**src/core/peis_defs.svh**
```systemverilog
// peis_defs.svh: register offsets, field positions and reset values of the event interrupt block
// assumes inclusion by bare name from core/
`ifndef PEIS_DEFS_SVH
`define PEIS_DEFS_SVH

// printed offsets are not multiples of four: index, byte address = 4 * index
`define PEIS_IDX_FLAGS_A 8'h12
`define PEIS_IDX_FLAGS_B 8'h13
`define PEIS_IDX_PHY_CTRL 8'h11
`define PEIS_IDX_ENERGY_CFG 12'h101
`define PEIS_IDX_STATUS 8'h10
`define PEIS_IDX_IRQ_STATUS 8'h20
`define PEIS_IDX_IRQ_MASK 8'h21
`define PEIS_ADDR_W 12

`define PEIS_RST_FLAGS_A 16'h0000
`define PEIS_RST_FLAGS_B 16'h0000
`define PEIS_RST_IRQ_MASK 2'h0

// flags_a layout
`define PEIS_EN_LSB 0
`define PEIS_LINK_QUAL_EN_BIT 7
`define PEIS_FLAG_LSB 8
`define PEIS_NUM_EVENTS 7
// event order, low to high
`define PEIS_EV_RX_ERR_HALF 0
`define PEIS_EV_FALSE_CARRIER_HALF 1
`define PEIS_EV_TRAINING 2
`define PEIS_EV_ESD 3
`define PEIS_EV_WAKE 4
`define PEIS_EV_LINK 5
`define PEIS_EV_ENERGY 6

// phy control bits
`define PEIS_POL_BIT 3
`define PEIS_FORCE_BIT 2
`define PEIS_MASTER_EN_BIT 1
`define PEIS_RST_POL 1'h1
`define PEIS_RST_MASTER_EN 1'h1

// energy config bits
`define PEIS_RISING_ONLY_BIT 0

// status register bits
`define PEIS_PIN_LATCH_BIT 7
`define PEIS_LINK_QUAL_BIT 0

// irq status bits
`define PEIS_IRQ_PIN_BIT 0
`define PEIS_IRQ_QUAL_BIT 1

`endif

```
**src/core/peis_pkg.sv**
```systemverilog
// peis_pkg.sv: types of the event interrupt block
// assumes nothing outside itself
package peis_pkg;

	typedef struct packed {
		logic energy_det;
		logic link_up;
		logic wake_packet;
		logic esd_detect;
		logic training_done;
		logic false_carrier_half;
		logic rx_err_half;
		logic link_quality_change;
	} peis_events_t;

	typedef struct packed {
		logic [11:0] addr;
		logic [31:0] data;
		logic [3:0] strb;
	} peis_wreq_t;

	typedef enum logic [1:0] {
		PEIS_RD_IDLE = 2'b00,
		PEIS_RD_RESP = 2'b01
	} peis_rd_state_t;

endpackage

```
**src/core/peis_edge_detect.sv**
```systemverilog
// peis_edge_detect.sv: rising and falling edge pulses of a level
// assumes the level is synchronous to sys_clk
`timescale 1ns/1ps
`default_nettype none
module peis_edge_detect
(
	input wire logic sys_clk,
	input wire logic rstn,
	input wire logic level,
	output logic rise,
	output logic fall
);
	logic last_reg;

	always_ff @(posedge sys_clk or negedge rstn)
	begin
		if (!rstn)
			last_reg <= 1'b0;
		else
			last_reg <= level;
	end

	assign rise = level & ~last_reg;
	assign fall = ~level & last_reg;
endmodule
`default_nettype wire

```
**src/core/peis_pin_driver.sv**
```systemverilog
// peis_pin_driver.sv: interrupt pin level and output enable
// assumes the request is a registered level
`timescale 1ns/1ps
`default_nettype none
module peis_pin_driver
(
	input wire logic sys_clk,
	input wire logic rstn,
	input wire logic request,
	input wire logic master_en,
	input wire logic polarity,
	output logic pin_o,
	output logic pin_oe_n
);
	always_ff @(posedge sys_clk or negedge rstn)
	begin
		if (!rstn)
		begin
			pin_o <= 1'b1;
			pin_oe_n <= 1'b1;
		end
		else
		begin
			pin_oe_n <= ~master_en;
			pin_o <= request ^ polarity;
		end
	end
endmodule
`default_nettype wire

```
**src/core/peis_top.sv**
```systemverilog
// peis_top.sv: event flag and enable register with interrupt pin, AXI4-Lite slave
// assumes event inputs synchronous to sys_clk, pulses one cycle, levels held
//
// Overview of operation
// - energy flag on both edges, rising-only optional
// - link change flag latched, cleared by read
// - wake packet flag latched, cleared by read
// - esd flag latched, cleared by read
// - training complete flag latched, cleared by read
// - false carrier half-full flag, cleared by read
// - receive error half-full flag, cleared by read
// - enables bits 0-6 match flags 8-14
// - bit 7 enables link quality interrupt
// - register at 12h, resets zero, bit 15 reserved
// - pin driven only while master enable set
// - polarity bit picks idle level, resets one
// - pin-asserted latch cleared by reading 12h
`timescale 1ns/1ps
`default_nettype none
`include "peis_defs.svh"
module peis_top
(
	input wire logic sys_clk,
	input wire logic rstn,
	input wire logic [11:0] s_axi_awaddr,
	input wire logic s_axi_awvalid,
	output logic s_axi_awready,
	input wire logic [31:0] s_axi_wdata,
	input wire logic [3:0] s_axi_wstrb,
	input wire logic s_axi_wvalid,
	output logic s_axi_wready,
	output logic [1:0] s_axi_bresp,
	output logic s_axi_bvalid,
	input wire logic s_axi_bready,
	input wire logic [11:0] s_axi_araddr,
	input wire logic s_axi_arvalid,
	output logic s_axi_arready,
	output logic [31:0] s_axi_rdata,
	output logic [1:0] s_axi_rresp,
	output logic s_axi_rvalid,
	input wire logic s_axi_rready,
	input wire peis_pkg::peis_events_t events,
	output logic irq_pin_o,
	output logic irq_pin_oe_n,
	output logic irq
);
	import peis_pkg::*;

	localparam int NE = `PEIS_NUM_EVENTS;
	localparam logic [15:0] RST_FLAGS_A = `PEIS_RST_FLAGS_A;

	logic [NE-1:0] flag_reg;
	logic [NE-1:0] flag_next;
	logic [NE-1:0] enable_reg;
	logic link_qual_en_reg;
	logic pol_reg;
	logic master_en_reg;
	logic force_reg;
	logic rising_only_reg;
	logic pin_latch_reg;
	logic [1:0] irq_status_reg;
	logic [1:0] irq_mask_reg;
	logic irq_request_reg;
	logic aw_held_reg;
	logic w_held_reg;
	logic [11:0] aw_addr_reg;
	logic [31:0] w_data_reg;
	logic [3:0] w_strb_reg;
	logic bvalid_reg;
	logic [1:0] bresp_reg;
	peis_rd_state_t rd_state_reg;
	logic [31:0] rdata_reg;
	logic [1:0] rresp_reg;
	logic [NE-1:0] ev_set;
	logic energy_rise;
	logic energy_fall;
	logic link_rise;
	logic link_fall;
	logic qual_rise;
	logic qual_fall;
	logic wr_fire;
	logic rd_fire;
	logic rd_flags_a;
	logic [15:0] wr_val;
	logic [15:0] flags_a_view;
	logic [31:0] rd_val;
	logic rd_ok;
	logic wr_ok;
	peis_wreq_t wreq;

	function automatic logic [7:0] reg_index(input logic [11:0] a);
		reg_index = a[9:2];
	endfunction

	function automatic logic is_reg(input logic [11:0] a, input logic [11:0] idx);
		is_reg = (a[11:2] == idx[9:0]) && (a[1:0] == 2'b00);
	endfunction

	////////////////////////////////////////////////////////////////////////////
	// event sources

	peis_edge_detect u_energy
	(
		.sys_clk(sys_clk),
		.rstn(rstn),
		.level(events.energy_det),
		.rise(energy_rise),
		.fall(energy_fall)
	);

	peis_edge_detect u_link
	(
		.sys_clk(sys_clk),
		.rstn(rstn),
		.level(events.link_up),
		.rise(link_rise),
		.fall(link_fall)
	);

	peis_edge_detect u_qual
	(
		.sys_clk(sys_clk),
		.rstn(rstn),
		.level(events.link_quality_change),
		.rise(qual_rise),
		.fall(qual_fall)
	);

	always_comb
	begin
		ev_set = '0;
		ev_set[`PEIS_EV_ENERGY] = energy_rise | (energy_fall & ~rising_only_reg);
		ev_set[`PEIS_EV_LINK] = link_rise | link_fall;
		ev_set[`PEIS_EV_WAKE] = events.wake_packet;
		ev_set[`PEIS_EV_ESD] = events.esd_detect;
		ev_set[`PEIS_EV_TRAINING] = events.training_done;
		ev_set[`PEIS_EV_FALSE_CARRIER_HALF] = events.false_carrier_half;
		ev_set[`PEIS_EV_RX_ERR_HALF] = events.rx_err_half;
	end

	////////////////////////////////////////////////////////////////////////////
	// bus handshake

	assign s_axi_awready = ~aw_held_reg & ~bvalid_reg;
	assign s_axi_wready = ~w_held_reg & ~bvalid_reg;
	assign s_axi_bvalid = bvalid_reg;
	assign s_axi_bresp = bresp_reg;
	assign s_axi_arready = (rd_state_reg == PEIS_RD_IDLE);
	assign s_axi_rvalid = (rd_state_reg == PEIS_RD_RESP);
	assign s_axi_rdata = rdata_reg;
	assign s_axi_rresp = rresp_reg;

	assign wr_fire = aw_held_reg & w_held_reg & ~bvalid_reg;
	assign rd_fire = s_axi_arvalid & s_axi_arready;
	assign rd_flags_a = rd_fire & is_reg(s_axi_araddr, 12'(`PEIS_IDX_FLAGS_A));
	assign wreq = '{addr: aw_addr_reg, data: w_data_reg, strb: w_strb_reg};
	assign wr_val = {wreq.strb[1] ? wreq.data[15:8] : 8'h00,
		wreq.strb[0] ? wreq.data[7:0] : 8'h00};

	always_ff @(posedge sys_clk or negedge rstn)
	begin
		if (!rstn)
		begin
			aw_held_reg <= 1'b0;
			w_held_reg <= 1'b0;
			aw_addr_reg <= 12'h000;
			w_data_reg <= 32'h0000_0000;
			w_strb_reg <= 4'h0;
			bvalid_reg <= 1'b0;
			bresp_reg <= 2'h0;
		end
		else
		begin
			if (s_axi_awvalid & s_axi_awready)
			begin
				aw_held_reg <= 1'b1;
				aw_addr_reg <= s_axi_awaddr;
			end
			if (s_axi_wvalid & s_axi_wready)
			begin
				w_held_reg <= 1'b1;
				w_data_reg <= s_axi_wdata;
				w_strb_reg <= s_axi_wstrb;
			end
			if (wr_fire)
			begin
				aw_held_reg <= 1'b0;
				w_held_reg <= 1'b0;
				bvalid_reg <= 1'b1;
				bresp_reg <= wr_ok ? 2'h0 : 2'h2;
			end
			else if (bvalid_reg & s_axi_bready)
				bvalid_reg <= 1'b0;
		end
	end

	always_comb
	begin
		case (reg_index(wreq.addr))
			`PEIS_IDX_FLAGS_A, `PEIS_IDX_FLAGS_B, `PEIS_IDX_PHY_CTRL,
			`PEIS_IDX_STATUS, `PEIS_IDX_IRQ_STATUS, `PEIS_IDX_IRQ_MASK:
				wr_ok = (wreq.addr[11:10] == 2'b00) && (wreq.addr[1:0] == 2'b00);
			default:
				wr_ok = is_reg(wreq.addr, 12'(`PEIS_IDX_ENERGY_CFG));
		endcase
	end

	////////////////////////////////////////////////////////////////////////////
	// writable control

	always_ff @(posedge sys_clk or negedge rstn)
	begin
		if (!rstn)
		begin
			enable_reg <= RST_FLAGS_A[NE-1:0];
			link_qual_en_reg <= 1'b0;
			pol_reg <= `PEIS_RST_POL;
			master_en_reg <= `PEIS_RST_MASTER_EN;
			force_reg <= 1'b0;
			rising_only_reg <= 1'b0;
			irq_mask_reg <= `PEIS_RST_IRQ_MASK;
		end
		else if (wr_fire)
		begin
			if (is_reg(wreq.addr, 12'(`PEIS_IDX_FLAGS_A)))
			begin
				enable_reg <= wr_val[`PEIS_EN_LSB +: NE];
				link_qual_en_reg <= wr_val[`PEIS_LINK_QUAL_EN_BIT];
			end
			if (is_reg(wreq.addr, 12'(`PEIS_IDX_PHY_CTRL)))
			begin
				pol_reg <= wr_val[`PEIS_POL_BIT];
				master_en_reg <= wr_val[`PEIS_MASTER_EN_BIT];
				force_reg <= wr_val[`PEIS_FORCE_BIT];
			end
			if (is_reg(wreq.addr, 12'(`PEIS_IDX_ENERGY_CFG)))
				rising_only_reg <= wr_val[`PEIS_RISING_ONLY_BIT];
			if (is_reg(wreq.addr, 12'(`PEIS_IDX_IRQ_MASK)))
				irq_mask_reg <= wr_val[1:0];
		end
	end

	////////////////////////////////////////////////////////////////////////////
	// latched flags, cleared by reading the flag register

	always_comb
	begin
		flag_next = flag_reg;
		if (rd_flags_a)
			flag_next = '0;
		flag_next = flag_next | ev_set;
	end

	always_ff @(posedge sys_clk or negedge rstn)
	begin
		if (!rstn)
			flag_reg <= '0;
		else
			flag_reg <= flag_next;
	end

	////////////////////////////////////////////////////////////////////////////
	// interrupt request, pin and pin latch

	always_ff @(posedge sys_clk or negedge rstn)
	begin
		if (!rstn)
			irq_request_reg <= 1'b0;
		else
			irq_request_reg <= (|(flag_next & enable_reg)) | force_reg;
	end

	peis_pin_driver u_pin
	(
		.sys_clk(sys_clk),
		.rstn(rstn),
		.request(irq_request_reg),
		.master_en(master_en_reg),
		.polarity(pol_reg),
		.pin_o(irq_pin_o),
		.pin_oe_n(irq_pin_oe_n)
	);

	always_ff @(posedge sys_clk or negedge rstn)
	begin
		if (!rstn)
			pin_latch_reg <= 1'b0;
		else if (irq_request_reg & master_en_reg)
			pin_latch_reg <= 1'b1;
		else if (rd_flags_a)
			pin_latch_reg <= 1'b0;
	end

	// software interrupt: pin assertion and link quality change, write one to clear
	always_ff @(posedge sys_clk or negedge rstn)
	begin
		if (!rstn)
			irq_status_reg <= 2'h0;
		else
		begin
			for (int i = 0; i < 2; i++)
			begin
				if (i == `PEIS_IRQ_PIN_BIT && irq_request_reg && master_en_reg)
					irq_status_reg[i] <= 1'b1;
				else if (i == `PEIS_IRQ_QUAL_BIT && link_qual_en_reg && (qual_rise | qual_fall))
					irq_status_reg[i] <= 1'b1;
				else if (wr_fire && is_reg(wreq.addr, 12'(`PEIS_IDX_IRQ_STATUS)) && wr_val[i])
					irq_status_reg[i] <= 1'b0;
			end
		end
	end

	always_ff @(posedge sys_clk or negedge rstn)
	begin
		if (!rstn)
			irq <= 1'b0;
		else
			irq <= |(irq_status_reg & irq_mask_reg);
	end

	////////////////////////////////////////////////////////////////////////////
	// read path

	assign flags_a_view = {1'b0, flag_reg, link_qual_en_reg, enable_reg};

	always_comb
	begin
		rd_val = 32'h0000_0000;
		rd_ok = 1'b1;
		if (is_reg(s_axi_araddr, 12'(`PEIS_IDX_FLAGS_A)))
			rd_val[15:0] = flags_a_view;
		else if (is_reg(s_axi_araddr, 12'(`PEIS_IDX_FLAGS_B)))
			rd_val[15:0] = `PEIS_RST_FLAGS_B;
		else if (is_reg(s_axi_araddr, 12'(`PEIS_IDX_PHY_CTRL)))
		begin
			rd_val[`PEIS_POL_BIT] = pol_reg;
			rd_val[`PEIS_FORCE_BIT] = force_reg;
			rd_val[`PEIS_MASTER_EN_BIT] = master_en_reg;
		end
		else if (is_reg(s_axi_araddr, 12'(`PEIS_IDX_ENERGY_CFG)))
			rd_val[`PEIS_RISING_ONLY_BIT] = rising_only_reg;
		else if (is_reg(s_axi_araddr, 12'(`PEIS_IDX_STATUS)))
		begin
			rd_val[`PEIS_PIN_LATCH_BIT] = pin_latch_reg;
			rd_val[`PEIS_LINK_QUAL_BIT] = events.link_quality_change;
		end
		else if (is_reg(s_axi_araddr, 12'(`PEIS_IDX_IRQ_STATUS)))
			rd_val[1:0] = irq_status_reg;
		else if (is_reg(s_axi_araddr, 12'(`PEIS_IDX_IRQ_MASK)))
			rd_val[1:0] = irq_mask_reg;
		else
			rd_ok = 1'b0;
	end

	always_ff @(posedge sys_clk or negedge rstn)
	begin
		if (!rstn)
		begin
			rd_state_reg <= PEIS_RD_IDLE;
			rdata_reg <= 32'h0000_0000;
			rresp_reg <= 2'h0;
		end
		else
		begin
			case (rd_state_reg)
				PEIS_RD_IDLE:
					if (rd_fire)
					begin
						rd_state_reg <= PEIS_RD_RESP;
						rdata_reg <= rd_val;
						rresp_reg <= rd_ok ? 2'h0 : 2'h2;
					end
				PEIS_RD_RESP:
					if (s_axi_rready)
						rd_state_reg <= PEIS_RD_IDLE;
				default:
					rd_state_reg <= PEIS_RD_IDLE;
			endcase
		end
	end
endmodule
`default_nettype wire

```
**config.mk**
```make
export PLATFORM = sky130hd
export DESIGN_NAME = peis_top
export DESIGN_NICKNAME = d
export VERILOG_FILES = /design/src/core/peis_pkg.sv /design/src/core/peis_edge_detect.sv /design/src/core/peis_pin_driver.sv /design/src/core/peis_top.sv
export VERILOG_INCLUDE_DIRS = /design/src /design/src/core
export SDC_FILE = /design/constraint.sdc
export NUM_CORES = 1
export LEC_CHECK = 0
export ABC_CLOCK_PERIOD_IN_PS = 2000
export BUFFER_PORTS_ARGS = -buffer_cell sky130_fd_sc_hd__buf_2
export CAP_MARGIN = 0
export CELL_PAD_IN_SITES_DETAIL_PLACEMENT = 1
export CELL_PAD_IN_SITES_GLOBAL_PLACEMENT = 2
export CORE_MARGIN = 8
export CORE_UTILIZATION = 28
export CTS_BUF_LIST = sky130_fd_sc_hd__clkbuf_8 sky130_fd_sc_hd__clkbuf_16
export DETAILED_ROUTE_END_ITERATION = 8
export PLACE_DENSITY = 0.86
export REMOVE_ABC_BUFFERS = 1
export SYNTH_ARGS = -nofsm -noshare
export SYNTH_HDL_FRONTEND = slang
export SYNTH_SLANG_ARGS = --single-unit
```
**constraint.sdc**
```tcl
create_clock -name sys_clk -period 2 [get_ports sys_clk]
set_input_delay 0.2 -clock sys_clk [delete_from_list [all_inputs] [get_ports sys_clk]]
set_output_delay 0.2 -clock sys_clk [all_outputs]
set_load 0.005 [all_outputs]
```
==> out/results.ini, run 1 <==
[logic_synthesis]
syn_area_mm2 = 0.00326
synthFlopType = dfrtp_1
ys_ff_latch = 73
async_flop_share = 1.00
syn_inst = 270
yosys.area_share.simple = 0.132
syn_avg_cell_area_um2 = 12.1
synth_xor_area_frac = 0.00806
synth_fa_ha_area_frac = 0
synth_mux_area_frac = 0.125
synth_seq_area_share = 0.562
yosys_warnings = 0
synth_top_family_by_area = simple AND/OR/NAND/NOR gates
synth-edff-count = 0
ys_types = 45
synth_compound_area_frac = 0.111

[worst_setup_path]
crit_top_cell = or4_4
worstPathArrival_ns = 2.33
worstRegToRegCells = 4
worstPathRequired_ns = 2.21
reg2reg_slack_ns = -0.12
r2r-start = aw_addr_reg[9]
critPathMaxStageDelay_ns = 0.53
worstSetupEndpointType = register
cp-start-kind = register
path_delay_family = simple AND/OR/NAND/NOR gates
worstPathBufferInverterCount = 0
slowest_stage = or4_4
critPathKind = reg2reg
worstPathCellList = or4_4 -> or3_4 -> or4_4 -> mux2_4
path_max_fanout = 2
rr_endpoint = irq_mask_reg[1]

[finish]
nNetsFinal = 433
final_cell_area_mm2 = 0.00423
antenna_cells = 0
layout.cells.non_filler = 506
largest_reg_flops = 15
fillers = 1268
syn2layout_area_growth_pct = 29.7
drive_gt1_frac = 0.397

[sta]
setup_tns_ns = -0.522
hold_violations = 0
finalSetupViolations = 10
rsz0062_at_grt = yes
slew_headroom = 0.597
fin_crit_ns = 2.12
fin_worst_skew_ns = 0.00789
fin_crit_sh = 1.06
holdWs_ns = 0.0176
fmax_ghz = 0.472
worst_slack_ns = -0.119
tightest_slew_ns = 0.596
slew_viol_final = 0

[global_route]
grt_pass1_vias = 2733
grt_overflow = 0
antenna_found_initial = 0
grt_max_degree = 74
grt.total_usage = 0.116
grt_pass1_wl_mm = 14.0

[flow_run]
maxCapViolCount = 0

[drt]
postRouteAntennaNets = 0
wl_per_cell_um = 17.5
totalWireLength_mm = 8.86
drc = 0
first_pass_iters = 4
vias = 2454
routed_via_density = 4.85
dr.first_iter.drc_count = 108

[worst_hold_path]
holdPathEnd = u_link.last_reg
hold_depth = 1
holdCritPathClass = in2reg
min_from = events[6]

[floorplan]
die_w_um = 124
rows = 39
die_area_mm2 = 0.0153
pin_count = 119
start_util = 0.287
fp.coreArea_mm2 = 0.0114
die_h_um = 124

[placement]
io_buffers = 72
placedCellCount = 487
gp_congestion = 0.774
placed_cell_area_mm2 = 0.00378
hpwl_mm = 6.69

[clock_tree]
clkSinkCount = 73
cts_tree = yes
cts.clk_slew.worst_paths_ns = 0.06
root_buffer = clkbuf_16
numCtsBuffers = 9
h-tree-depth = 3
cts.path.max_buffers = 2
clk_latency_ns = 0.33

[status]
violations = negative setup slack
status = complete, but fails checks

[pwr]
power_leakage_nw = 2.01
power_w = 0.00483
peakVddDrop_mv = 0.521
power-per-cell-area_mw_per_mm2 = 1140

cell usage in the layout, fill, tap and decap left out, types with 2 or more instances in the layout:
cell type	n
nand3_1	5
a21o_1	8
nor4_4	2
buf_4	10
mux2_2	27
conb_1	19
clkbuf_16	9
nand2_1	18
xor2_1	3
mux2i_1	5
nor2_1	9
or4_4	2
nand3b_1	2
nor4_1	3
inv_1	9
nor4b_1	2
dfstp_2	4
a22oi_1	9
dfrtp_1	69
clkbuf_8	2
nand4_1	7
bufinv_16	3
nor3_1	4
nor2b_1	4
and2_1	5
nor4bb_1	2
a21oi_1	3
mux2_4	4
o21ai_0	9
buf_2	72
a22o_1	12
cells by family (layout without fill, tap and decap cells):
family,count (synthesis),after routing
XOR/XNOR,3,3
other,1,19
flip-flops,73,73
multiplexers,36,36
AO/OA/AOI/OAI,49,49
AND/OR/NAND/NOR,74,74
buffers and inverters,34,109
worst register-to-register path, stage by stage, from the launching register on:
cell and delay [ns]:
dfrtp_1 0.37, or4_4 0.53, or3_4 0.34, or4_4 0.44, mux2_4 0.31
metal layers:
layer / global-route usage / wire, um
met3: 0.0367 / 746
met1: 0.138 / 3800
met4: 0.0312 / 70
met5: 0 / 0
met2: 0.199 / 4240
synth_stat cells (5+ instances only):
master	instances	area [um^2]
a22o_1	12	105
mux2_2	29	327
nand4_1	7	43.8
dfrtp_1	69	1730
nor2_1	9	33.8
buf_4	19	143
clkbuf_1	6	22.5
nand3_1	6	30.0
and2_1	5	31.3
inv_1	8	30.0
mux2i_1	5	50.1
a22oi_1	9	67.6
o21ai_0	9	45.0
a21o_1	8	60.1
nand2_1	18	67.6
how the worst max path moves through the flow:
stage	from	end	slack [ns]	cells after the start
final	aw_addr_reg[9]	irq_mask_reg[1]	-0.12	4
after floorplan	aw_addr_reg[9]	irq_mask_reg[0]	-0.17	4
after global placement	aw_addr_reg[9]	irq_mask_reg[1]	-0.19	4
after CTS	aw_addr_reg[9]	irq_mask_reg[1]	-0.13	4
after detailed placement	aw_addr_reg[9]	irq_mask_reg[1]	-0.21	4
after global routing	aw_addr_reg[9]	enable_reg[0]	-0.14	6
report_power, final:
part | total, W | internal, W | switching [W]
Sequential | 0.00203 | 0.00177 | 0.000260
Clock | 0.00187 | 0.00128 | 0.000588
Combinational | 0.000935 | 0.000472 | 0.000464
stage by stage:
step	utilization	setup slack, ns
after global placement	0.333	-0.190
after floorplan	-	-0.172
final	0.372	-0.119
after CTS	0.371	-0.127
after global routing	0.372	-0.136
after detailed placement	0.333	-0.212
final cells by class:
| cell class | count | area [um^2] | area share |
|---|---|---|---|
| clock buffer | 11 | 253 | 0.0598 |
| clock inverter | 5 | 103 | 0.0243 |
| inverter | 8 | 30.0 | 0.00710 |
| multi-input combinational | 181 | 1350 | 0.320 |
| sequential | 73 | 1830 | 0.433 |
| tap | 143 | 179 | 0.0423 |
| timing repair buffer | 85 | 477 | 0.113 |
timing repair:
| item | CTS | global route |
|---|---|---|
| hold endpoints to repair | 69 | 0 |
| gates resized for setup | 9 | 1 |
| hold buffers | 1 | 0 |
| buffers inserted | 2 | 0 |
| pin swaps | 3 | 0 |
| setup endpoints to repair | 15 | 14 |
Note: power is estimated with default switching activity, not from simulation.
==> run 2, diff against run 1 <==
CORE_UTILIZATION = 27   (was 28)
PLACE_DENSITY = 0.85   (was 0.86)
SYNTH_HIERARCHICAL = 1   (was not set)
==> run 2 against run 1 <==
The flow now finishes without violations. Sequential share of layout area rose by 1.1 points. Highest routed layer unchanged. Clock-buffer cell count fell by 2. Area after synthesis rose by 1.1%. Cell count rose by 3.8%. Sequential power fell by 3%. Clock power fell by 14%.
==> out/results.ini, run 2 <==
[status]
status = completed

[worst_setup_path]
worstPathArrival_ns = 1.98
path_max_fanout = 4
worstPathCellList = nor4_1 -> buf_4 -> nand3_1 -> nor4_1 -> mux2i_1
cp-start-kind = register
critPathKind = reg2reg
slowest_stage = nor4_1
worstPathBufferInverterCount = 1
critPathMaxStageDelay_ns = 0.44
worstPathRequired_ns = 2.26
path_delay_family = simple AND/OR/NAND/NOR gates
crit_top_cell = nor4_1
worstSetupEndpointType = register

[finish]
layout_commonest_cell = buf_2
register_area_mm2 = 0.00183
layout_common_cells = buf_2, dfrtp_1, o21ai_0
syn2layout_area_growth_pct = 24.9
antenna_cells = 0
multi_input_area_mm2 = 0.00129
largest_reg_flops = 15
nNetsFinal = 448
drive_gt1_frac = 0.381
fillers = 1340

[clock_tree]
cts.clk_slew.worst_paths_ns = 0.06
post_cts_buffers = 0
cts.path.max_buffers = 2
clk_latency_ns = 0.34
h-tree-depth = 3
numCtsBuffers = 9
root_buffer = clkbuf_16
cts_tree = yes
clkSinkCount = 73

[sta]
tightest_slew_ns = 0.626
finalSetupViolations = 0
fin_crit_ns = 1.72
fin_crit_sh = 0.862
setup_tns_ns = 0
slew_viol_final = 0
rsz0062_at_grt = no
fin_worst_skew_ns = 0.00716
holdWs_ns = 0.0308
hold_violations = 0
fmax_ghz = 0.580
slew_headroom = 0.579

[floorplan]
die_h_um = 126
fp.coreArea_mm2 = 0.0120
die_area_mm2 = 0.0160
rows = 40
pin_count = 119
start_util = 0.276
die_w_um = 126

[drt]
totalWireLength_mm = 8.68
dr.first_iter.drc_count = 163
wl_per_cell_um = 16.5
routed_via_density = 4.74
first_pass_iters = 4
met2WireLength_mm = 4.11
met3WireLength_um = 544
postRouteAntennaNets = 0
route.top_layer_used = met4
vias = 2486
wirelength_met1_mm = 3.92
drc = 0

[pwr]
peakVddDrop_mv = 0.594
power-per-cell-area_mw_per_mm2 = 1070
power_leakage_nw = 1.89

[global_route]
grt_overflow = 0
grt_pass1_vias = 2792
antenna_found_initial = 0
grt_pass1_wl_mm = 14.5
grt_max_degree = 74
grt.total_usage = 0.112

[placement]
gp_congestion = 0.759
hpwl_mm = 6.71
io_buffers = 72

[logic_synthesis]
yosysTopAreaCell = dfrtp_1
synth_seq_area_share = 0.556
synthFlopType = dfrtp_1
synth-edff-count = 0
syn_area_mm2 = 0.00330
ys_ff_latch = 73
synth_top_area_share = 0.524
syn_inst = 292
ys_types = 53
syn_avg_cell_area_um2 = 11.3
yosys_warnings = 6
synth_most_common_cell = dfrtp_1
synthTopCellsByArea = dfrtp_1, mux2_2, o21ai_0, buf_4, dfstp_2
yosys-top-cells-count = dfrtp_1, o21ai_0, nand2_1
async_flop_share = 1.00

[worst_hold_path]
holdCritPathClass = in2reg

[flow_run]
maxCapViolCount = 0

==> run 2: changes by cell type after synthesis, moves of 3 or more <==
cell | before | now
a22o_1 | 12 | 2
and2b_2 | 0 | 3
nand2_1 | 18 | 21
mux2_2 | 29 | 19
nor2_1 | 9 | 4
inv_1 | 8 | 13
a21o_1 | 8 | 1
o21ai_0 | 9 | 41
clkbuf_1 | 6 | 9
mux2i_1 | 5 | 1
and2_1 | 5 | 2
a21o_2 | 0 | 6
a22o_2 | 0 | 8
a22oi_1 | 9 | 4
==> run 2: final cells by class <==
type                       count  area share
sequential                    73       0.445
tap                          147      0.0447
multi-input combinational    193       0.313
inverter                      13      0.0119
clock inverter                 7      0.0188
timing repair buffer          83       0.112
clock buffer                   9      0.0547
==> run 2: through the flow <==
stage	cells	utilization	total power [W]	setup WS [ns]	cell area [um^2]
3_5_place_dp	506	0.316	0.00283	0.131	3780
6_report	525	0.344	0.00439	0.276	4120
3_3_place_gp	506	0.316	0.00276	0.177	3780
5_1_grt	525	0.344	0.00465	0.0784	4120
4_1_cts	525	0.344	0.00446	0.268	4120
2_1_floorplan	279	-	0.00246	0.175	3170
==> run 2: worst paths after layout <==
check / start / to / slack, ns / depth (start not counted)
worst min register to register: irq_request_reg / u_pin/pin_o / 0.46 / 1
worst max register to register: aw_addr_reg[8] / rising_only_reg / 0.28 / 5
max in group asynchronous: rstn / master_en_reg / 1.24 / 3
worst min-delay path: events[0] / u_qual/last_reg / 0.03 / 1
min in group asynchronous: rstn / s_axi_rdata[1] / 0.42 / 3
worst max-delay path: aw_addr_reg[8] / rising_only_reg / 0.28 / 5
==> run 2: report_power, final <==
| part | total, W | internal, W | switching (W) |
|---|---|---|---|
| registers | 0.00197 | 0.00175 | 0.000219 |
| clock network | 0.00161 | 0.000975 | 0.000636 |
| logic | 0.000812 | 0.000403 | 0.000409 |
==> run 2: what timing repair did <==
| action | 4_1_cts | 5_1_grt |
|---|---|---|
| gates resized for setup | 0 | 0 |
| hold buffers | 3 | 0 |
| setup endpoints to repair | 0 | 0 |
| endpoints found under the hold margin | 71 | 0 |
==> run 2: cell families after synthesis <==
kind of cell	share of synthesized area
buf+inv	0.0740
simple gates	0.139
compound gates	0.159
xor+xnor	0.00266
mux	0.0680
other cells	0.00114
flops	0.556
==> run 2: worst reg2reg max path, cell delays in order (launching register included) <==
cell	delay, ns
dfrtp_1	0.38
nor4_1	0.30
buf_4	0.19
nand3_1	0.11
nor4_1	0.44
mux2i_1	0.23
==> run 2: layer usage <==
| layer | global-route usage | up-vias |
|---|---|---|
| met4 | 0.0340 | 0 |
| met2 | 0.184 | 72 |
| li1 | - | 1180 |
| met1 | 0.135 | 1224 |
| met3 | 0.0406 | 10 |
| met5 | 0 | - |
